==> src/fci_params.svh <==
`ifndef FCI_PARAMS_SVH
`define FCI_PARAMS_SVH
// ------------------------------------------------------------
// opcodes
// ------------------------------------------------------------
`define FCI_OP_NO_OPERATION 8'h00
`define FCI_OP_RST_ARM 8'h66
`define FCI_OP_RST 8'h99
`define FCI_OP_FAST_READ 8'h0B
`define FCI_OP_JEDEC_ID 8'h9F
`define FCI_OP_SIG 8'hAB
`define FCI_OP_MFR_ID 8'h90
`define FCI_OP_WRITE_ENABLE 8'h06
`define FCI_OP_WRITE_DISABLE 8'h04
`define FCI_OP_FACTORY_MODE 8'h41
`define FCI_OP_SUSPEND 8'hB0
`define FCI_OP_DUAL_READ 8'hBB
`define FCI_OP_PP 8'h02
`define FCI_OP_QPP 8'h38
`define FCI_OP_SE 8'h20
`define FCI_OP_BE32 8'h52
`define FCI_OP_BE 8'hD8
`define FCI_OP_CE1 8'h60
`define FCI_OP_CE2 8'hC7
// ------------------------------------------------------------
// identification bytes (arbitrary values)
// ------------------------------------------------------------
`define FCI_ID_MAKER 8'h5A
`define FCI_ID_TYPE 8'h11
`define FCI_ID_DENSITY 8'h22
`define FCI_ID_SIGNATURE 8'h22
// ------------------------------------------------------------
// read phase clocks
// ------------------------------------------------------------
`define FCI_ADDR_BITS 8'h18
`define FCI_DUMMY_QUAD_FAST 8'h04
`define FCI_DUMMY_SEL0 8'h08
`define FCI_DUMMY_SEL1 8'h0A
`define FCI_DUMMY_DUAL 8'h04
// ------------------------------------------------------------
// timing
// ------------------------------------------------------------
`define FCI_CLK_NS 20
`define FCI_REL_ONE_NS 30000
`define FCI_REL_TWO_NS 30000
`define FCI_REL_ONE_CYC ((`FCI_REL_ONE_NS + `FCI_CLK_NS - 1) / `FCI_CLK_NS)
`define FCI_REL_TWO_CYC ((`FCI_REL_TWO_NS + `FCI_CLK_NS - 1) / `FCI_CLK_NS)
`endif

==> src/fci_pkg.sv <==
package fci_pkg;
    typedef enum logic [2:0] {
        FCI_ST_CMD, FCI_ST_ADDR, FCI_ST_WAIT, FCI_ST_OUT, FCI_ST_DROP
    } fci_state_e;
    typedef enum logic [1:0] {
        FCI_KIND_JEDEC, FCI_KIND_SIG, FCI_KIND_MFR
    } fci_kind_e;
endpackage

==> src/fci_core.sv <==
`timescale 1ns/10ps
`include "fci_params.svh"
// Summary of operation
// soft reset only when reset opcode directly follows the reset-arm opcode
// any other command between arm and reset cancels that reset
// host avoids undefined opcodes; they are simply ignored here
// dual commands count address and dummy in 2-bit clock units
// read dummy clocks follow the dummy-cycle select bit; here only single-line fast read does, dual read fixed at four
// fast read in quad command mode uses exactly four dummy clocks
// write-enable frame sets the write-enable latch
// host sends write-enable before every program, erase or status write
// opcodes taken as 8 single-line clocks or 2 quad clocks
// write-disable frame clears the write-enable latch
// latch cleared by reset, pin, write-disable, completions, suspend, soft reset
// host sends write-enable, factory-mode, then program or erase
// suspend refused while factory mode is active
// factory mode cleared by resets, soft reset, program or erase completion
// three-byte id read gives maker byte then two device bytes
// three-byte id read not decoded while program or erase runs
// release ends at chip select high, delayed only from deep power-down
// reset pin low leaves deep power-down
// release and signature decoded in deep power-down unless busy
// signature repeats each byte; exit afterwards takes second release delay
// id read: opcode, two dummy bytes, address byte, msb first out
// address zero gives maker first, one device first, then alternate
// program and erase ignored unless write-enable latch is set
module fci_core
    import fci_pkg::*;
(
    input wire logic clk_in,
    input wire logic rst_n_in,
    input wire logic cs_n_in,
    input wire logic sclk_in,
    input wire logic [3:0] sio_in,
    input wire logic hw_reset_n_in,
    input wire logic quad_mode_in,
    input wire logic dummy_cycle_select_in,
    input wire logic busy_in,
    input wire logic op_done_in,
    input wire logic latch_clear_in,
    input wire logic dpd_enter_in,
    output logic [3:0] sio_out,
    output logic [3:0] sio_oe_out,
    output logic write_enable_latch_out,
    output logic factory_mode_out,
    output logic deep_power_down_out,
    output logic standby_out,
    output logic soft_reset_out,
    output logic pe_start_out,
    output logic [7:0] pe_opcode_out,
    output logic suspend_out,
    output logic [7:0] addr_clocks_out,
    output logic [7:0] dummy_clocks_out
);
    // ------------------------------------------------------------
    // helpers
    // ------------------------------------------------------------
    function automatic logic fci_is_pe(input logic [7:0] op);
        fci_is_pe = (op == `FCI_OP_PP) || (op == `FCI_OP_QPP) || (op == `FCI_OP_SE) ||
                    (op == `FCI_OP_BE32) || (op == `FCI_OP_BE) ||
                    (op == `FCI_OP_CE1) || (op == `FCI_OP_CE2);
    endfunction
    function automatic logic [7:0] fci_id_byte(input fci_kind_e kind, input logic [1:0] idx);
        fci_id_byte = `FCI_ID_SIGNATURE;
        unique case (kind)
            FCI_KIND_JEDEC: begin
                fci_id_byte = (idx == 2'h0) ? `FCI_ID_MAKER :
                              (idx == 2'h1) ? `FCI_ID_TYPE : `FCI_ID_DENSITY;
            end
            FCI_KIND_SIG: fci_id_byte = `FCI_ID_SIGNATURE;
            FCI_KIND_MFR: fci_id_byte = idx[0] ? `FCI_ID_DENSITY : `FCI_ID_MAKER;
        endcase
    endfunction

    // ------------------------------------------------------------
    // pin synchronisers
    // ------------------------------------------------------------
    logic [1:0] cs_sy_r, sclk_sy_r, hrst_sy_r;
    logic [3:0] sio_m_r, sio_s_r;
    logic cs_d_r, sclk_d_r;

    always_ff @(posedge clk_in or negedge rst_n_in) begin
        if (!rst_n_in) begin
            cs_sy_r <= 2'h3;
            sclk_sy_r <= 2'h0;
            hrst_sy_r <= 2'h3;
            sio_m_r <= 4'h0;
            sio_s_r <= 4'h0;
            cs_d_r <= 1'b1;
            sclk_d_r <= 1'b0;
        end else begin
            cs_sy_r <= {cs_sy_r[0], cs_n_in};
            sclk_sy_r <= {sclk_sy_r[0], sclk_in};
            hrst_sy_r <= {hrst_sy_r[0], hw_reset_n_in};
            sio_m_r <= sio_in;
            sio_s_r <= sio_m_r;
            cs_d_r <= cs_sy_r[1];
            sclk_d_r <= sclk_sy_r[1];
        end
    end

    logic selected, cs_rise, sck_rise, sck_fall, pin_reset;
    assign selected = !cs_sy_r[1];
    assign cs_rise = cs_sy_r[1] && !cs_d_r;
    assign sck_rise = selected && sclk_sy_r[1] && !sclk_d_r;
    assign sck_fall = selected && !sclk_sy_r[1] && sclk_d_r;
    assign pin_reset = !hrst_sy_r[1];

    // ------------------------------------------------------------
    // byte assembly
    // ------------------------------------------------------------
    fci_state_e st_r;
    logic [7:0] in_sh_r, op_r, in_nxt;
    logic [3:0] bit_cnt_r, step, cnt_nxt;
    logic [1:0] hdr_cnt_r;
    logic byte_end;

    assign step = quad_mode_in ? 4'h4 : 4'h1;
    assign cnt_nxt = bit_cnt_r + step;
    // upper lines are don't-care in single-wire mode
    assign in_nxt = quad_mode_in ? {in_sh_r[3:0], sio_s_r} : {in_sh_r[6:0], sio_s_r[0]};
    assign byte_end = sck_rise && (cnt_nxt == 4'h8) &&
                      ((st_r == FCI_ST_CMD) || (st_r == FCI_ST_ADDR));

    always_ff @(posedge clk_in or negedge rst_n_in) begin
        if (!rst_n_in) begin
            in_sh_r <= 8'h00;
            bit_cnt_r <= 4'h0;
        end else if (!selected) begin
            bit_cnt_r <= 4'h0;
        end else if (sck_rise) begin
            in_sh_r <= in_nxt;
            bit_cnt_r <= (cnt_nxt == 4'h8) ? 4'h0 : cnt_nxt;
        end
    end

    // ------------------------------------------------------------
    // command state
    // ------------------------------------------------------------
    logic latch_r, fm_r, dpd_r;
    fci_kind_e kind_r;
    logic [1:0] idx_r;
    logic [7:0] out_sh_r;
    logic [3:0] out_cnt_r;
    logic out_any_r;

    always_ff @(posedge clk_in or negedge rst_n_in) begin
        if (!rst_n_in) begin
            st_r <= FCI_ST_CMD;
            op_r <= `FCI_OP_NO_OPERATION;
            hdr_cnt_r <= 2'h0;
            kind_r <= FCI_KIND_SIG;
        end else if (!selected) begin
            st_r <= FCI_ST_CMD;
            hdr_cnt_r <= 2'h0;
        end else if (byte_end && st_r == FCI_ST_CMD) begin
            op_r <= in_nxt;
            if (dpd_r && in_nxt != `FCI_OP_SIG) begin
                st_r <= FCI_ST_DROP;
            end else if (in_nxt == `FCI_OP_JEDEC_ID) begin
                st_r <= (busy_in || quad_mode_in) ? FCI_ST_DROP : FCI_ST_OUT;
                kind_r <= FCI_KIND_JEDEC;
            end else if (in_nxt == `FCI_OP_SIG) begin
                st_r <= busy_in ? FCI_ST_DROP : FCI_ST_OUT;
                kind_r <= FCI_KIND_SIG;
            end else if (in_nxt == `FCI_OP_MFR_ID) begin
                st_r <= (busy_in || quad_mode_in) ? FCI_ST_DROP : FCI_ST_ADDR;
                kind_r <= FCI_KIND_MFR;
            end else begin
                st_r <= FCI_ST_WAIT;
            end
        end else if (byte_end && st_r == FCI_ST_ADDR) begin
            hdr_cnt_r <= hdr_cnt_r + 2'h1;
            if (hdr_cnt_r == 2'h2) begin
                st_r <= FCI_ST_OUT;
            end
        end else if (sck_rise && st_r == FCI_ST_WAIT) begin
            st_r <= FCI_ST_DROP;
        end
    end

    // ------------------------------------------------------------
    // id shift-out
    // ------------------------------------------------------------
    logic entering_out;
    logic [1:0] first_idx;
    assign first_idx = (st_r == FCI_ST_ADDR) ? {1'b0, in_nxt[0]} : 2'h0;
    assign entering_out = byte_end && (
        (st_r == FCI_ST_CMD && !(dpd_r && in_nxt != `FCI_OP_SIG) && !busy_in &&
         (in_nxt == `FCI_OP_SIG || (in_nxt == `FCI_OP_JEDEC_ID && !quad_mode_in))) ||
        (st_r == FCI_ST_ADDR && hdr_cnt_r == 2'h2));

    always_ff @(posedge clk_in or negedge rst_n_in) begin
        if (!rst_n_in) begin
            out_sh_r <= 8'h00;
            out_cnt_r <= 4'h0;
            idx_r <= 2'h0;
            out_any_r <= 1'b0;
            sio_out <= 4'h0;
            sio_oe_out <= 4'h0;
        end else if (!selected) begin
            out_any_r <= out_any_r && !cs_rise;
            sio_oe_out <= 4'h0;
        end else if (entering_out) begin
            idx_r <= first_idx;
            out_cnt_r <= 4'h0;
            out_any_r <= 1'b0;
            out_sh_r <= fci_id_byte(
                (st_r == FCI_ST_ADDR) ? FCI_KIND_MFR :
                (in_nxt == `FCI_OP_SIG) ? FCI_KIND_SIG : FCI_KIND_JEDEC, first_idx);
            sio_oe_out <= quad_mode_in ? 4'hF : 4'h2;
        end else if (sck_fall && st_r == FCI_ST_OUT) begin
            // msb first on the falling edge
            sio_out <= quad_mode_in ? out_sh_r[7:4] : {2'h0, out_sh_r[7], 1'b0};
            if (out_cnt_r + step == 4'h8) begin
                out_cnt_r <= 4'h0;
                out_any_r <= 1'b1;
                if (kind_r == FCI_KIND_JEDEC && idx_r == 2'h2) begin
                    idx_r <= 2'h0;
                    out_sh_r <= fci_id_byte(kind_r, 2'h0);
                end else begin
                    idx_r <= idx_r + 2'h1;
                    out_sh_r <= fci_id_byte(kind_r, idx_r + 2'h1);
                end
            end else begin
                out_cnt_r <= out_cnt_r + step;
                out_sh_r <= quad_mode_in ? {out_sh_r[3:0], 4'h0} : {out_sh_r[6:0], 1'b0};
            end
        end
    end

    // ------------------------------------------------------------
    // frame completion and latches
    // ------------------------------------------------------------
    logic frame_ok, arm_r, do_reset, sus_ok;
    assign frame_ok = cs_rise && (st_r == FCI_ST_WAIT);
    assign do_reset = frame_ok && op_r == `FCI_OP_RST && arm_r;
    assign sus_ok = byte_end && st_r == FCI_ST_CMD && !dpd_r &&
                    in_nxt == `FCI_OP_SUSPEND && busy_in && !fm_r;

    always_ff @(posedge clk_in or negedge rst_n_in) begin
        if (!rst_n_in) begin
            arm_r <= 1'b0;
        end else if (pin_reset) begin
            arm_r <= 1'b0;
        end else if (cs_rise && st_r != FCI_ST_CMD) begin
            arm_r <= frame_ok && op_r == `FCI_OP_RST_ARM;
        end
    end

    always_ff @(posedge clk_in or negedge rst_n_in) begin
        if (!rst_n_in) begin
            latch_r <= 1'b0;
        end else if (pin_reset) begin
            latch_r <= 1'b0;
        end else if (frame_ok && op_r == `FCI_OP_WRITE_ENABLE) begin
            latch_r <= 1'b1;
        end else if ((frame_ok && op_r == `FCI_OP_WRITE_DISABLE) || do_reset || sus_ok ||
                     op_done_in || latch_clear_in) begin
            latch_r <= 1'b0;
        end
    end

    always_ff @(posedge clk_in or negedge rst_n_in) begin
        if (!rst_n_in) begin
            fm_r <= 1'b0;
        end else if (pin_reset) begin
            fm_r <= 1'b0;
        end else if (frame_ok && op_r == `FCI_OP_FACTORY_MODE) begin
            fm_r <= 1'b1;
        end else if (do_reset || op_done_in) begin
            fm_r <= 1'b0;
        end
    end

    // ------------------------------------------------------------
    // command pulses and read phase lengths
    // ------------------------------------------------------------
    always_ff @(posedge clk_in or negedge rst_n_in) begin
        if (!rst_n_in) begin
            soft_reset_out <= 1'b0;
            pe_start_out <= 1'b0;
            pe_opcode_out <= 8'h00;
            suspend_out <= 1'b0;
            addr_clocks_out <= 8'h00;
            dummy_clocks_out <= 8'h00;
        end else begin
            soft_reset_out <= do_reset && !pin_reset;
            suspend_out <= sus_ok && !pin_reset;
            pe_start_out <= byte_end && st_r == FCI_ST_CMD && !dpd_r && !busy_in &&
                            fci_is_pe(in_nxt) && latch_r;
            if (byte_end && st_r == FCI_ST_CMD) begin
                pe_opcode_out <= in_nxt;
                if (in_nxt == `FCI_OP_FAST_READ) begin
                    addr_clocks_out <= quad_mode_in ? (`FCI_ADDR_BITS >> 2) : `FCI_ADDR_BITS;
                    dummy_clocks_out <= quad_mode_in ? `FCI_DUMMY_QUAD_FAST :
                        (dummy_cycle_select_in ? `FCI_DUMMY_SEL1 : `FCI_DUMMY_SEL0);
                end else if (in_nxt == `FCI_OP_DUAL_READ) begin
                    addr_clocks_out <= `FCI_ADDR_BITS >> 1;
                    dummy_clocks_out <= `FCI_DUMMY_DUAL;
                end
            end
        end
    end

    // ------------------------------------------------------------
    // deep power-down and release delay
    // ------------------------------------------------------------
    logic [15:0] rel_cnt_r;
    logic release_now;
    assign release_now = cs_rise && st_r == FCI_ST_OUT && kind_r == FCI_KIND_SIG && dpd_r &&
                         rel_cnt_r == 16'h0000;

    always_ff @(posedge clk_in or negedge rst_n_in) begin
        if (!rst_n_in) begin
            dpd_r <= 1'b0;
            rel_cnt_r <= 16'h0000;
            standby_out <= 1'b1;
        end else begin
            standby_out <= !dpd_r && rel_cnt_r == 16'h0000;
            if (pin_reset) begin
                dpd_r <= 1'b0;
                rel_cnt_r <= 16'h0000;
            end else if (release_now) begin
                rel_cnt_r <= out_any_r ? 16'(`FCI_REL_TWO_CYC) : 16'(`FCI_REL_ONE_CYC);
            end else if (rel_cnt_r != 16'h0000) begin
                rel_cnt_r <= rel_cnt_r - 16'h0001;
                if (rel_cnt_r == 16'h0001) begin
                    dpd_r <= 1'b0;
                end
            end else if (dpd_enter_in && !busy_in) begin
                dpd_r <= 1'b1;
            end
        end
    end

    assign write_enable_latch_out = latch_r;
    assign factory_mode_out = fm_r;
    assign deep_power_down_out = dpd_r;
endmodule

==> config.mk <==
export PLATFORM = sky130hd
export DESIGN_NAME = fci_core
export DESIGN_NICKNAME = d
export VERILOG_FILES = /design/src/fci_pkg.sv /design/src/fci_core.sv
export VERILOG_INCLUDE_DIRS = /design/src
export SDC_FILE = /design/constraint.sdc
export NUM_CORES = 1
export LEC_CHECK = 0
export ABC_AREA = 0
export BUFFER_PORTS_ARGS = -buffer_cell sky130_fd_sc_hd__buf_2
export CAP_MARGIN = 30
export CORE_MARGIN = 8
export CORE_UTILIZATION = 57
export DETAILED_ROUTE_END_ITERATION = 10
export GPL_ROUTABILITY_DRIVEN = 0
export PLACE_DENSITY = 0.81
export SETUP_SLACK_MARGIN = 0.3
export SYNTH_ARGS = -nofsm -noshare
export SYNTH_HDL_FRONTEND = slang
export SYNTH_SLANG_ARGS = --single-unit
export TNS_END_PERCENT = 100
==> constraint.sdc <==
create_clock -name clk_in -period 4.5 [get_ports clk_in]
set_input_delay 0.675 -clock clk_in [delete_from_list [all_inputs] [get_ports clk_in]]
set_output_delay 0.675 -clock clk_in [all_outputs]
set_load 0.1 [all_outputs]
[Yosys cells after proc, flatten, opt, wreduce, memory -nomap -nowiden]
Cells that the tools add are included.
Storage, ports and cells
  flip-flop bits (word level): 112
  output and inout bits: 39
  logic and storage cells: 247
Operators by class
  $add $sub $neg: 5
  equal/unequal tests: 42
  muxes and demuxes: 74
  bitwise logic cells: 3
  reductions and logical operators: 93
Operators with widths (number)
  two-way mux 8 bit: 10
  == test 8 bit, second input constant: 8
  two-way mux 16 bit: 3
  one-hot mux 8 bit (3 select lines): 2
  two-way mux 4 bit: 11
  logical AND 1 bit: 42
  two-way mux 3 bit: 13
  == test 8 x 7 -> 1 bit, second input constant: 4
  two-way mux 7 bit: 4
  two-way mux 2 bit: 12
  == test 16 x 1 -> 1 bit, second input constant: 1
  == test 8 x 3 -> 1 bit, second input constant: 2
  == test 8 x 6 -> 1 bit, second input constant: 2
  logical NOT 16 bit: 1
  one-hot mux 8 bit (2 select lines): 1
  nonzero test 16 bit: 1
  subtractor 16 x 1 -> 16 bit, second input constant: 1
  logical OR 1 bit: 15
  two-way mux 1 bit: 15
  two-way mux 6 bit: 2
  != test 3 x 1 -> 1 bit, second input constant: 4
  AND reduction 2 bit: 6
  nonzero test 2 bit: 6
  logical NOT 1 bit: 9
  other kinds (24): 42

[Logic depth before layout (Yosys ltp)]
Gate-level depths: netlist of run 1.
  depth in word-level cells: 16
  gate-level depth with buffers: 14

[Worst setup path before layout of run 1]
Ideal clock, no wire load.
  path kind: input -> register
  start: input port quad_mode_in
  end: register out_sh_r[6]
  setup time: 125 ps
  arrival: 3778 ps
  setup slack: 597 ps
  stages on the path: 14
  path through: buf_2 buf_1 inv_1 ha_1 ha_1 xor2_1 or3_1 buf_2 or3_1 buf_2 a2111o_1 and2_4 buf_6 mux2_4
On the way
  longest elaborated chain between the ends: 11
  elaborated cells on any way between the ends: 33
RTL lines
  start, declared: line fci_core.sv:36  | input wire logic quad_mode_in,
  parallel branches: the longest is 11 deep, another holds adder 4 x 3 -> 4 bit
  end signal, assigned: line fci_core.sv:208  | out_sh_r <= fci_id_byte(
  end signal, assigned: line fci_core.sv:220  | out_sh_r <= fci_id_byte(kind_r, 2'h0);
  end signal, assigned: line fci_core.sv:223  | out_sh_r <= fci_id_byte(kind_r, idx_r + 2'h1);
  end, declared: line fci_core.sv:143  | logic [7:0] out_sh_r;
Parallel ways; which one is timed is not known. The select of a mux whose other input is x is not followed.
A chain may end at the register's enable or synchronous reset.

[Final worst setup path of run 1]
Ends and elaborated chain as after synthesis.

==> results.md, run 1 <==
* First-pass GRT wire length at 18.8 mm
* Post-CTS sizing at 0
* Starting Density at 0.590
* DRC Markers at 0
* Worst R2R Path Depth at 8
* WP data arrival at 3.58 ns
* Total track usage at 0.180
* Routed WL at 11.1 mm
* CP endpoint kind: flop
* Io pins at 54
* Hold crit path type: input port to asynchronous set/reset pin
* FMAX at 302 MHz
* Cts hold-fix bufs at 0
* Core ar. at 0.00876 sq mm
* Hpwl dp at 7.79 mm
* Cell variety after synth at 64
* Inserted Clock Buffers at 9
* Vert. Die Dim at 111 um
* Main synth FF type: dfrtp_1
* FFs w/ async S/R, synth at 1.00
* Final period utilization at 0.735
* Die area at 0.0124 sq mm
* ANT nets after route at 0
* Fillers at 760
* GRT overflow at 0
* Initial antenna violation count at 0
* Most frequent cells in the layout: 92 x dfrtp_1, 54 x nor2_1, 43 x nand2_1, 43 x buf_2, 38 x a21oi_1
* Mapped Avg Cell Area at 9.71 sq um
* CP max FO at 32
* Routed len/inst at 16.4 um
* Area after DPL at 0.00542 sq mm
* Power Dens Cells at 426 mW/mm^2
* Max Buffers Root-to-Sink at 2
* Gate Count Post-Synth at 532
* CTS H-tree depth at 3
* Iter 0 DRT Violations at 239
* Startpoint Class: input port
* Most common cell after layout, fill and taps aside: dfrtp_1
* Pin slew with the least headroom to its limit at 1.02 ns
* Worst-Skew Late Latency at 0.38 ns
* Number of setup buffers added after CTS at 0
* Pin count of the biggest net entering global routing at 54
* # clock sinks at 99
* CP Class: input port to flop
* Vias in the first global route at 4,092
* Critical Path RT at 4.77 ns
* CTS clk-pin slew, worst paths at 0.10 ns
* Post-Place Setup Slack at 0.833 ns
* Vias per inst at 5.97
* Die X at 111 um
* Synth Warn # at 0
* Seq cells post-synth at 99
* Share of layout cells above drive strength 1 at 0.167
* Fin. Hold Viols at 0
* Layout Nets at 596
* Outcome: finished clean
* VDD IR-drop max at 0.000274 V
* CTS tree: built
* Clock Skew at 0.0104 ns
* Final Max Slew Viols at 0
* Design Power at 2.40 mW
* Relative slew slack at 0.308
* Max-cap viol count at 0
* Ant diodes at 0
* Sequential fraction of the synthesis area at 0.481
* Fin area at 0.00562 sq mm
* Post-synth EDFFs at 0
* Final setup violation count at 0
* Final WS setup at 1.19 ns
* PortBufs at 44
* Drt pass-1 iters at 4
* Site Rows at 34
* LEAKAGE at 2.69 nW
* RSZ-0062 raised after global routing: false
* Layout area overhead at 8.84%
* Crit path time final at 3.31 ns
* Post-route setup TNS at 0 ns
* Synthesized area at 0.00517 sq mm
* Via count at 4,045
* Root Buffer: clkbuf_8
==> path summary, 6_finish.rpt <==
check / start / to / slack, ns
max: quad_mode_in / out_sh_r[6]$_DFFE_PN0P_ / 1.19
min: rst_n_in / sio_out[2]$_DFFE_PN0P_ / 0.32
max reg2reg: bit_cnt_r[0]$_DFFE_PN0P_ / out_sh_r[6]$_DFFE_PN0P_ / 1.46
min reg2reg: cs_sy_r[0]$_DFF_PN1_ / cs_sy_r[1]$_DFF_PN1_ / 0.36
max in group asynchronous: rst_n_in / pe_opcode_out[1]$_DFFE_PN0N_ / 3.14
min in group clk_in: cs_sy_r[0]$_DFF_PN1_ / cs_sy_r[1]$_DFF_PN1_ / 0.36
==> critical path: stages <==
cell	delay (ns)
buf_2	0.08
buf_4	0.35
ha_1	0.33
xor2_1	0.19
or3_1	0.42
nor4b_1	0.70
nand2_1	0.27
and2_4	0.26
mux2_4	0.30
==> routing by layer <==
layer  track usage  vias to the layer above  share of wire
met4        0.0738                        0          0.029
met1         0.202                     1937           0.42
li1              -                     1930              -
met3        0.0492                       41          0.057
met5             0                        -              0
met2         0.314                      137           0.49
==> kinds of logic (layout without fill, tap and decap cells) <==
kind of cell | Yosys count | after routing | synth area share
AND/OR/NAND/NOR | 215 | 215 | 0.222
adder cells (fa/ha/maj) | 17 | 17 | 0.0412
multiplexers | 30 | 30 | 0.0615
XOR/XNOR | 10 | 10 | 0.0170
flip-flops | 99 | 99 | 0.481
buffers and inverters | 58 | 87 | 0.0540
other | 1 | 9 | 0.000726
AO/OA/AOI/OAI | 102 | 102 | 0.123
==> registers in the layout (all words and copies together), names as in the netlist, 3 cells and up <==
register and cells:
sio_m_r 4, op_r 8, out_sh_r 8, sio_out 4, bit_cnt_r 4, rel_cnt_r 16, out_cnt_r 4, sio_s_r 4
pe_opcode_out 8, in_sh_r 7, addr_clocks_out 3, st_r 3
==> Yosys cell counts, types with 3 or more instances <==
library cell	instances	area, sq um
nand2_1	43	161
nor4b_1	6	52.6
dfrtp_1	92	2300
o21ai_0	22	110
xor2_1	8	70.1
or3_1	8	50.1
nand4_1	8	50.1
clkbuf_1	19	71.3
and2_1	6	37.5
inv_1	20	75.1
nor2b_1	11	68.8
nand3b_1	5	37.5
nor4bb_1	3	30.0
a31oi_1	6	37.5
nand3_1	17	85.1
dfstp_2	7	184
nor3b_1	3	22.5
nand4b_1	3	26.3
ha_1	17	213
o2111ai_1	3	26.3
a21boi_0	7	52.6
nand2b_1	9	56.3
buf_2	4	20.0
nor2_1	54	203
mux2_2	10	113
a211oi_1	3	22.5
nor3_1	14	70.1
mux2i_1	19	190
a21oi_1	38	190
buf_4	13	97.6
o22ai_1	3	18.8
nor4_1	10	62.6
or4_1	3	22.5
==> layout make-up <==
cell class / count / area, sq um / area share
Clock inverter: 6 / 65.1 / 0.0116
Timing Repair Buffer: 51 / 275 / 0.0489
Inverter: 20 / 75.1 / 0.0133
Multi-Input combinational cell: 383 / 2450 / 0.436
Clock buffer: 10 / 138 / 0.0245
Sequential cell: 99 / 2490 / 0.442
Tap cell: 108 / 135 / 0.0240
==> stage by stage <==
stage               std cells  hold slack [ns]  utilization
finish                    677            0.320        0.642
global route              677            0.362        0.642
CTS                       677            0.337        0.642
detailed placement        661            0.343        0.619
global placement          660            0.332        0.618
floorplan                 540            0.331            -
==> report_power, final <==
part | switching [mW] | leakage [nW] | internal [mW]
clock | 0.351 | 0.104 | 0.234
combinational | 0.525 | 1.34 | 0.262
sequential | 0.0670 | 1.24 | 0.959
Power figures use the tool's default switching activity.
==> run 2: changes to the inputs <==
clock period = 3.2 ns   (was 4.5 ns; I/O delays follow)
==> results.md, run 2 (synthesis results as in run 1) <==
* Sw Ratio at 0.365
* Sequential Power Share at 0.416
* Post-CTS sizing at 0
* Routed WL at 11.2 mm
* Design Power at 3.48 mW
* Hpwl dp at 8.08 mm
* Clock share of power at 0.249
* Largest register FFs at 16
* WP data arrival at 3.01 ns
* Final WS setup at 0.439 ns
* ANT nets after route at 0
* Routed length on met3 at 544 um
* Root Buffer: clkbuf_8
* Vias per inst at 5.89
* Hold crit path type: input port to asynchronous set/reset pin
* Flop2flop setup slack at 0.44 ns
* Layout area overhead at 10.9%
* Max Buffers Root-to-Sink at 2
* CTS tree: built
* Most frequent cell on the critical path: or3_1
* Startpoint Class: flop
* Relative slew slack at 0.543
* Fin. Hold Viols at 0
* Ant diodes at 0
* End of the worst register-to-register path: out_sh_r[6]$_DFFE_PN0P_
* Pin slew with the least headroom to its limit at 0.685 ns
* Biggest register: rel_cnt_r
* Outcome: finished clean
* Via count at 4,043
* Cts hold-fix bufs at 0
* Pin count of the biggest net entering global routing at 56
* CP max stage delay at 0.44 ns
* DRC Markers at 0
* CP Class: flop to flop
* Max Used Layer: met4
* RSZ-0062 raised after global routing: false
* FMAX at 362 MHz
* Vert. Die Dim at 111 um
* First-pass GRT wire length at 18.9 mm
* Final setup violation count at 0
* CP endpoint kind: flop
* CP max FO at 12
* Final Max Slew Viols at 0
* Reg-to-reg startpoint: bit_cnt_r[2]$_DFFE_PN0P_
* Share of layout cells above drive strength 1 at 0.182
* Critical Path RT at 3.45 ns
* Most frequent cells in the layout: 92 x dfrtp_1, 54 x nor2_1, 43 x nand2_1, 43 x buf_2, 38 x a21oi_1
* Power Dens Cells at 608 mW/mm^2
* Die X at 111 um
* Total track usage at 0.179
* Combinational share of power at 0.335
* Worst-Skew Late Latency at 0.36 ns
* Vias in the first global route at 4,003
* Pint at 2.21 mW
* Site Rows at 34
* VDD IR-drop max at 0.000398 V
* Max-cap viol count at 0
* Most common cell after layout, fill and taps aside: dfrtp_1
* Io pins at 54
* PortBufs at 44
* Layout Nets at 605
* Met2 Wirelength at 5.59 mm
* Final period utilization at 0.863
* Inserted Clock Buffers at 9
* CP max-delay cell: a2111o_1
* GRT overflow at 0
* CTS H-tree depth at 3
* Post-route setup TNS at 0 ns
* Crit path time final at 2.76 ns
* LEAKAGE at 2.72 nW
* Min Hold Slack at 0.141 ns
* Number of setup buffers added after CTS at 0
* # clock sinks at 99
* CTS clk-pin slew, worst paths at 0.10 ns
* Drt pass-1 iters at 5
* WL met1 at 4.90 mm
* Worst R2R Path Depth at 7
* Iter 0 DRT Violations at 312
* P_sw at 1.27 mW
* Cells along the critical path: ha_1 -> xor2_1 -> or3_1 -> or3_1 -> a2111o_1 -> and2_4 -> mux2_4
* Die area at 0.0124 sq mm
* Starting Density at 0.590
* Initial antenna violation count at 0
* Post-Place Setup Slack at 0.139 ns
* Clock Skew at 0.0135 ns
* Core ar. at 0.00876 sq mm
* Routed len/inst at 16.4 um
* Core Util, Final at 0.654
[run 2: cell types whose count changed in the layout (fill, tap and decap cells not counted), moves of 2 or more]
cell,delta
buf_4,+9
clkinvlp_4,+2
bufinv_16,+2
ha_4,+2
ha_1,-2
[run 2: stage by stage]
stage	std cells	instance area [sq um]
2_1_floorplan	540	5260
3_3_place_gp	670	5520
3_5_place_dp	670	5520
4_1_cts	686	5730
5_1_grt	686	5730
6_report	686	5730
[run 2: power by group through the flow]
| stage | Sequential [mW] | Combinational, mW | Clock (mW) |
|---|---|---|---|
| 2_1_floorplan | 1.56 | 0.772 | 0 |
| 3_5_place_dp | 1.47 | 1.16 | 0 |
| 5_1_grt | 1.46 | 1.28 | 0.944 |
| 6_report | 1.45 | 1.17 | 0.869 |
| 4_1_cts | 1.44 | 1.16 | 0.891 |
| 3_3_place_gp | 1.46 | 1.11 | 0 |
[run 2: worst max-delay path: cells and delay by family, from the launching register on]
family,cells,cell delay (ns)
and+or+nand+nor,3,1.00
AOI/OAI and AO/OA,1,0.44
DFF,1,0.41
adders and majority gates,1,0.31
muxes,1,0.30
xor gates and xnor gates,1,0.18
[run 2: worst max path at each step]
stage,startpoint,endpoint,slack (ns),cells after the start
6_report,bit_cnt_r[2]$_DFFE_PN0P_,out_sh_r[6]$_DFFE_PN0P_,0.44,7
5_1_grt,bit_cnt_r[2]$_DFFE_PN0P_,out_sh_r[6]$_DFFE_PN0P_,0.34,7
4_1_cts,bit_cnt_r[2]$_DFFE_PN0P_,out_sh_r[6]$_DFFE_PN0P_,0.44,7
3_5_place_dp,quad_mode_in,out_sh_r[6]$_DFFE_PN0P_,0.14,10
3_3_place_gp,quad_mode_in,out_sh_r[6]$_DFFE_PN0P_,0.22,10
2_1_floorplan,quad_mode_in,out_sh_r[6]$_DFFE_PN0P_,0.04,14
[run 2: layer usage]
| layer | track usage | vias up |
|---|---|---|
| li1 | - | 1945 |
| met1 | 0.222 | 1964 |
| met2 | 0.298 | 115 |
| met3 | 0.0417 | 19 |
| met4 | 0.0649 | 0 |
| met5 | 0 | - |
[run 2: area by class of cell]
type	count	area (sq um)
multi-input cells	383	2470
clock buffers	10	128
flip-flops and latches	99	2490
clock inverters	6	88.8
fillers	716	3030
inverters	20	82.6
well taps	108	135
repair buffers	60	343
==> run 3: changes to the inputs <==
--- a/config.mk
+++ b/config.mk
@@ -12,4 +12,5 @@
 export CORE_MARGIN = 8
 export CORE_UTILIZATION = 57
+export CTS_BUF_LIST = sky130_fd_sc_hd__clkbuf_8
 export DETAILED_ROUTE_END_ITERATION = 10
 export GPL_ROUTABILITY_DRIVEN = 0
==> constraint.sdc (replaced) <==
create_clock -name clk_in -period 3.2 [get_ports clk_in]
set_input_delay 0.64 -clock clk_in [delete_from_list [all_inputs] [get_ports clk_in]]
set_output_delay 0.64 -clock clk_in [all_outputs]
set_load 0.1 [all_outputs]
==> results.md, run 3 (synthesis results as in run 1) <==
* Combinational share of power at 0.351
* Vert. Die Dim at 111 um
* Fin. Hold Viols at 0
* Final period utilization at 0.850
* CTS tree: built
* Hold crit path type: input port to asynchronous set/reset pin
* Clock Skew at 0.0139 ns
* CP max-delay cell: nor4b_1
* Sw Ratio at 0.387
* Final setup violation count at 0
* Vias in the first global route at 4,123
* Share of layout cells above drive strength 1 at 0.189
* GRT overflow at 0
* Area after DPL at 0.00556 sq mm
* Cts hold-fix bufs at 0
* Die area at 0.0124 sq mm
* Worst path buffer plus inverter count at 3
* Io pins at 54
* Combined area of the multi-input logic cells at 0.00247 sq mm
* Inserted Clock Buffers at 9
* Post-route setup TNS at 0 ns
* RSZ-0062 raised after global routing: false
* Crit path time final at 2.72 ns
* DRC Markers at 0
* Number of setup buffers added after CTS at 0
* First-pass GRT wire length at 19.3 mm
* FMAX at 368 MHz
* Post-Place Setup Slack at 0.0825 ns
* CP Class: input port to flop
* LEAKAGE at 2.74 nW
* Relative slew slack at 0.621
* Routed len/inst at 16.3 um
* Core ar. at 0.00876 sq mm
* Power Dens Cells at 597 mW/mm^2
* Die X at 111 um
* Layout area overhead at 11.3%
* VDD IR-drop max at 0.000400 V
* Drt pass-1 iters at 4
* Routed WL at 11.2 mm
* Pin slew with the least headroom to its limit at 0.568 ns
* Final WS setup at 0.479 ns
* Starting Density at 0.590
* Worst-Skew Late Latency at 0.37 ns
* Pin count of the biggest net entering global routing at 57
* Startpoint Class: input port
* ANT nets after route at 0
* Most frequent cells in the layout: 92 x dfrtp_1, 54 x nor2_1, 43 x nand2_1, 43 x buf_2, 38 x a21oi_1
* Site Rows at 34
* Fin area at 0.00575 sq mm
* Hpwl dp at 8.01 mm
* Layout Nets at 609
* Via count at 4,044
* Ant diodes at 0
* Outcome: finished clean
* CP max stage delay at 0.37 ns
* Vias per inst at 5.86
* Max-cap viol count at 0
* Critical path's top delay family: simple AND/OR/NAND/NOR gates
* Min Hold Slack at 0.253 ns
* Post-CTS sizing at 0
* P_sw at 1.33 mW
* Reg area at 0.00249 sq mm
* CP max FO at 12
* # clock sinks at 99
* Max Buffers Root-to-Sink at 2
* Root Buffer: clkbuf_8
* Fillers at 699
* CTS clk-pin slew, worst paths at 0.10 ns
* Most common cell after layout, fill and taps aside: dfrtp_1
* Largest register FFs at 16
* Initial antenna violation count at 0
* Total track usage at 0.184
* PortBufs at 44
* Pint at 2.10 mW
* Iter 0 DRT Violations at 230
* Sequential Power Share at 0.421
* Critical Path RT at 3.45 ns
* Final Max Slew Viols at 0
* Biggest register: rel_cnt_r
* WP data arrival at 2.97 ns
* Clock share of power at 0.228
* Most frequent cell on the critical path: ha_4
* CTS H-tree depth at 3
* CP endpoint kind: flop
* Cells along the critical path: buf_2 -> inv_8 -> ha_4 -> ha_4 -> xor2_1 -> or3_1 -> buf_4 -> nor4b_1 -> nand2_1 -> and2_4 -> mux2_2
-- run 3: cell count changes in the layout (fill, tap and decap cells not counted), sizes merged --
cell,previous run,this run
buf,60,64
bufinv,2,0
clkbuf,10,9
clkinv,1,4
clkinvlp,2,0
inv,21,23
-- run 3: worst paths after layout --
kind,from,end,slack [ns],cells after the start
min,rst_n_in,sio_out[3]$_DFFE_PN0P_,0.25,1
max,quad_mode_in,out_sh_r[4]$_DFFE_PN0P_,0.48,11
max reg2reg,bit_cnt_r[0]$_DFFE_PN0P_,out_sh_r[4]$_DFFE_PN0P_,0.54,9
min reg2reg,sio_m_r[3]$_DFF_PN0_,sio_s_r[3]$_DFF_PN0_,0.35,0
min in group clk_in,hw_reset_n_in,hrst_sy_r[0]$_DFF_PN1_,0.35,1
max in group asynchronous,rst_n_in,kind_r[0]$_DFFE_PN1P_,2.21,2
-- run 3: power by group through the flow --
stage | clock network, mW | registers, mW | logic [mW]
6_report | 0.784 | 1.44 | 1.20
5_1_grt | 0.849 | 1.46 | 1.33
4_1_cts | 0.798 | 1.44 | 1.20
3_5_place_dp | 0 | 1.47 | 1.19
3_3_place_gp | 0 | 1.46 | 1.15
2_1_floorplan | 0 | 1.56 | 0.772
-- run 3: routing by layer --
layer	vias to the layer above	share of wire	track usage	routed length, um
li1	1962	-	-	-
met1	1985	0.43	0.220	4870
met2	79	0.50	0.309	5610
met3	18	0.043	0.0411	487
met4	0	0.021	0.0791	240
met5	-	0	0	0
-- run 3: stage by stage --
step	power, mW	util	std cells
2_1_floorplan	2.33	-	540
3_3_place_gp	2.61	0.634	674
3_5_place_dp	2.65	0.634	674
4_1_cts	3.44	0.656	690
5_1_grt	3.64	0.656	690
6_report	3.43	0.656	690
-- run 3: layout make-up --
| cell class | instances | share of cell area |
|---|---|---|
| multi-input cells | 383 | 0.429 |
| well taps | 108 | 0.0235 |
| clock inverters | 7 | 0.0120 |
| clock buffers | 9 | 0.0215 |
| repair buffers | 64 | 0.0670 |
| inverters | 20 | 0.0144 |
| flip-flops and latches | 99 | 0.432 |
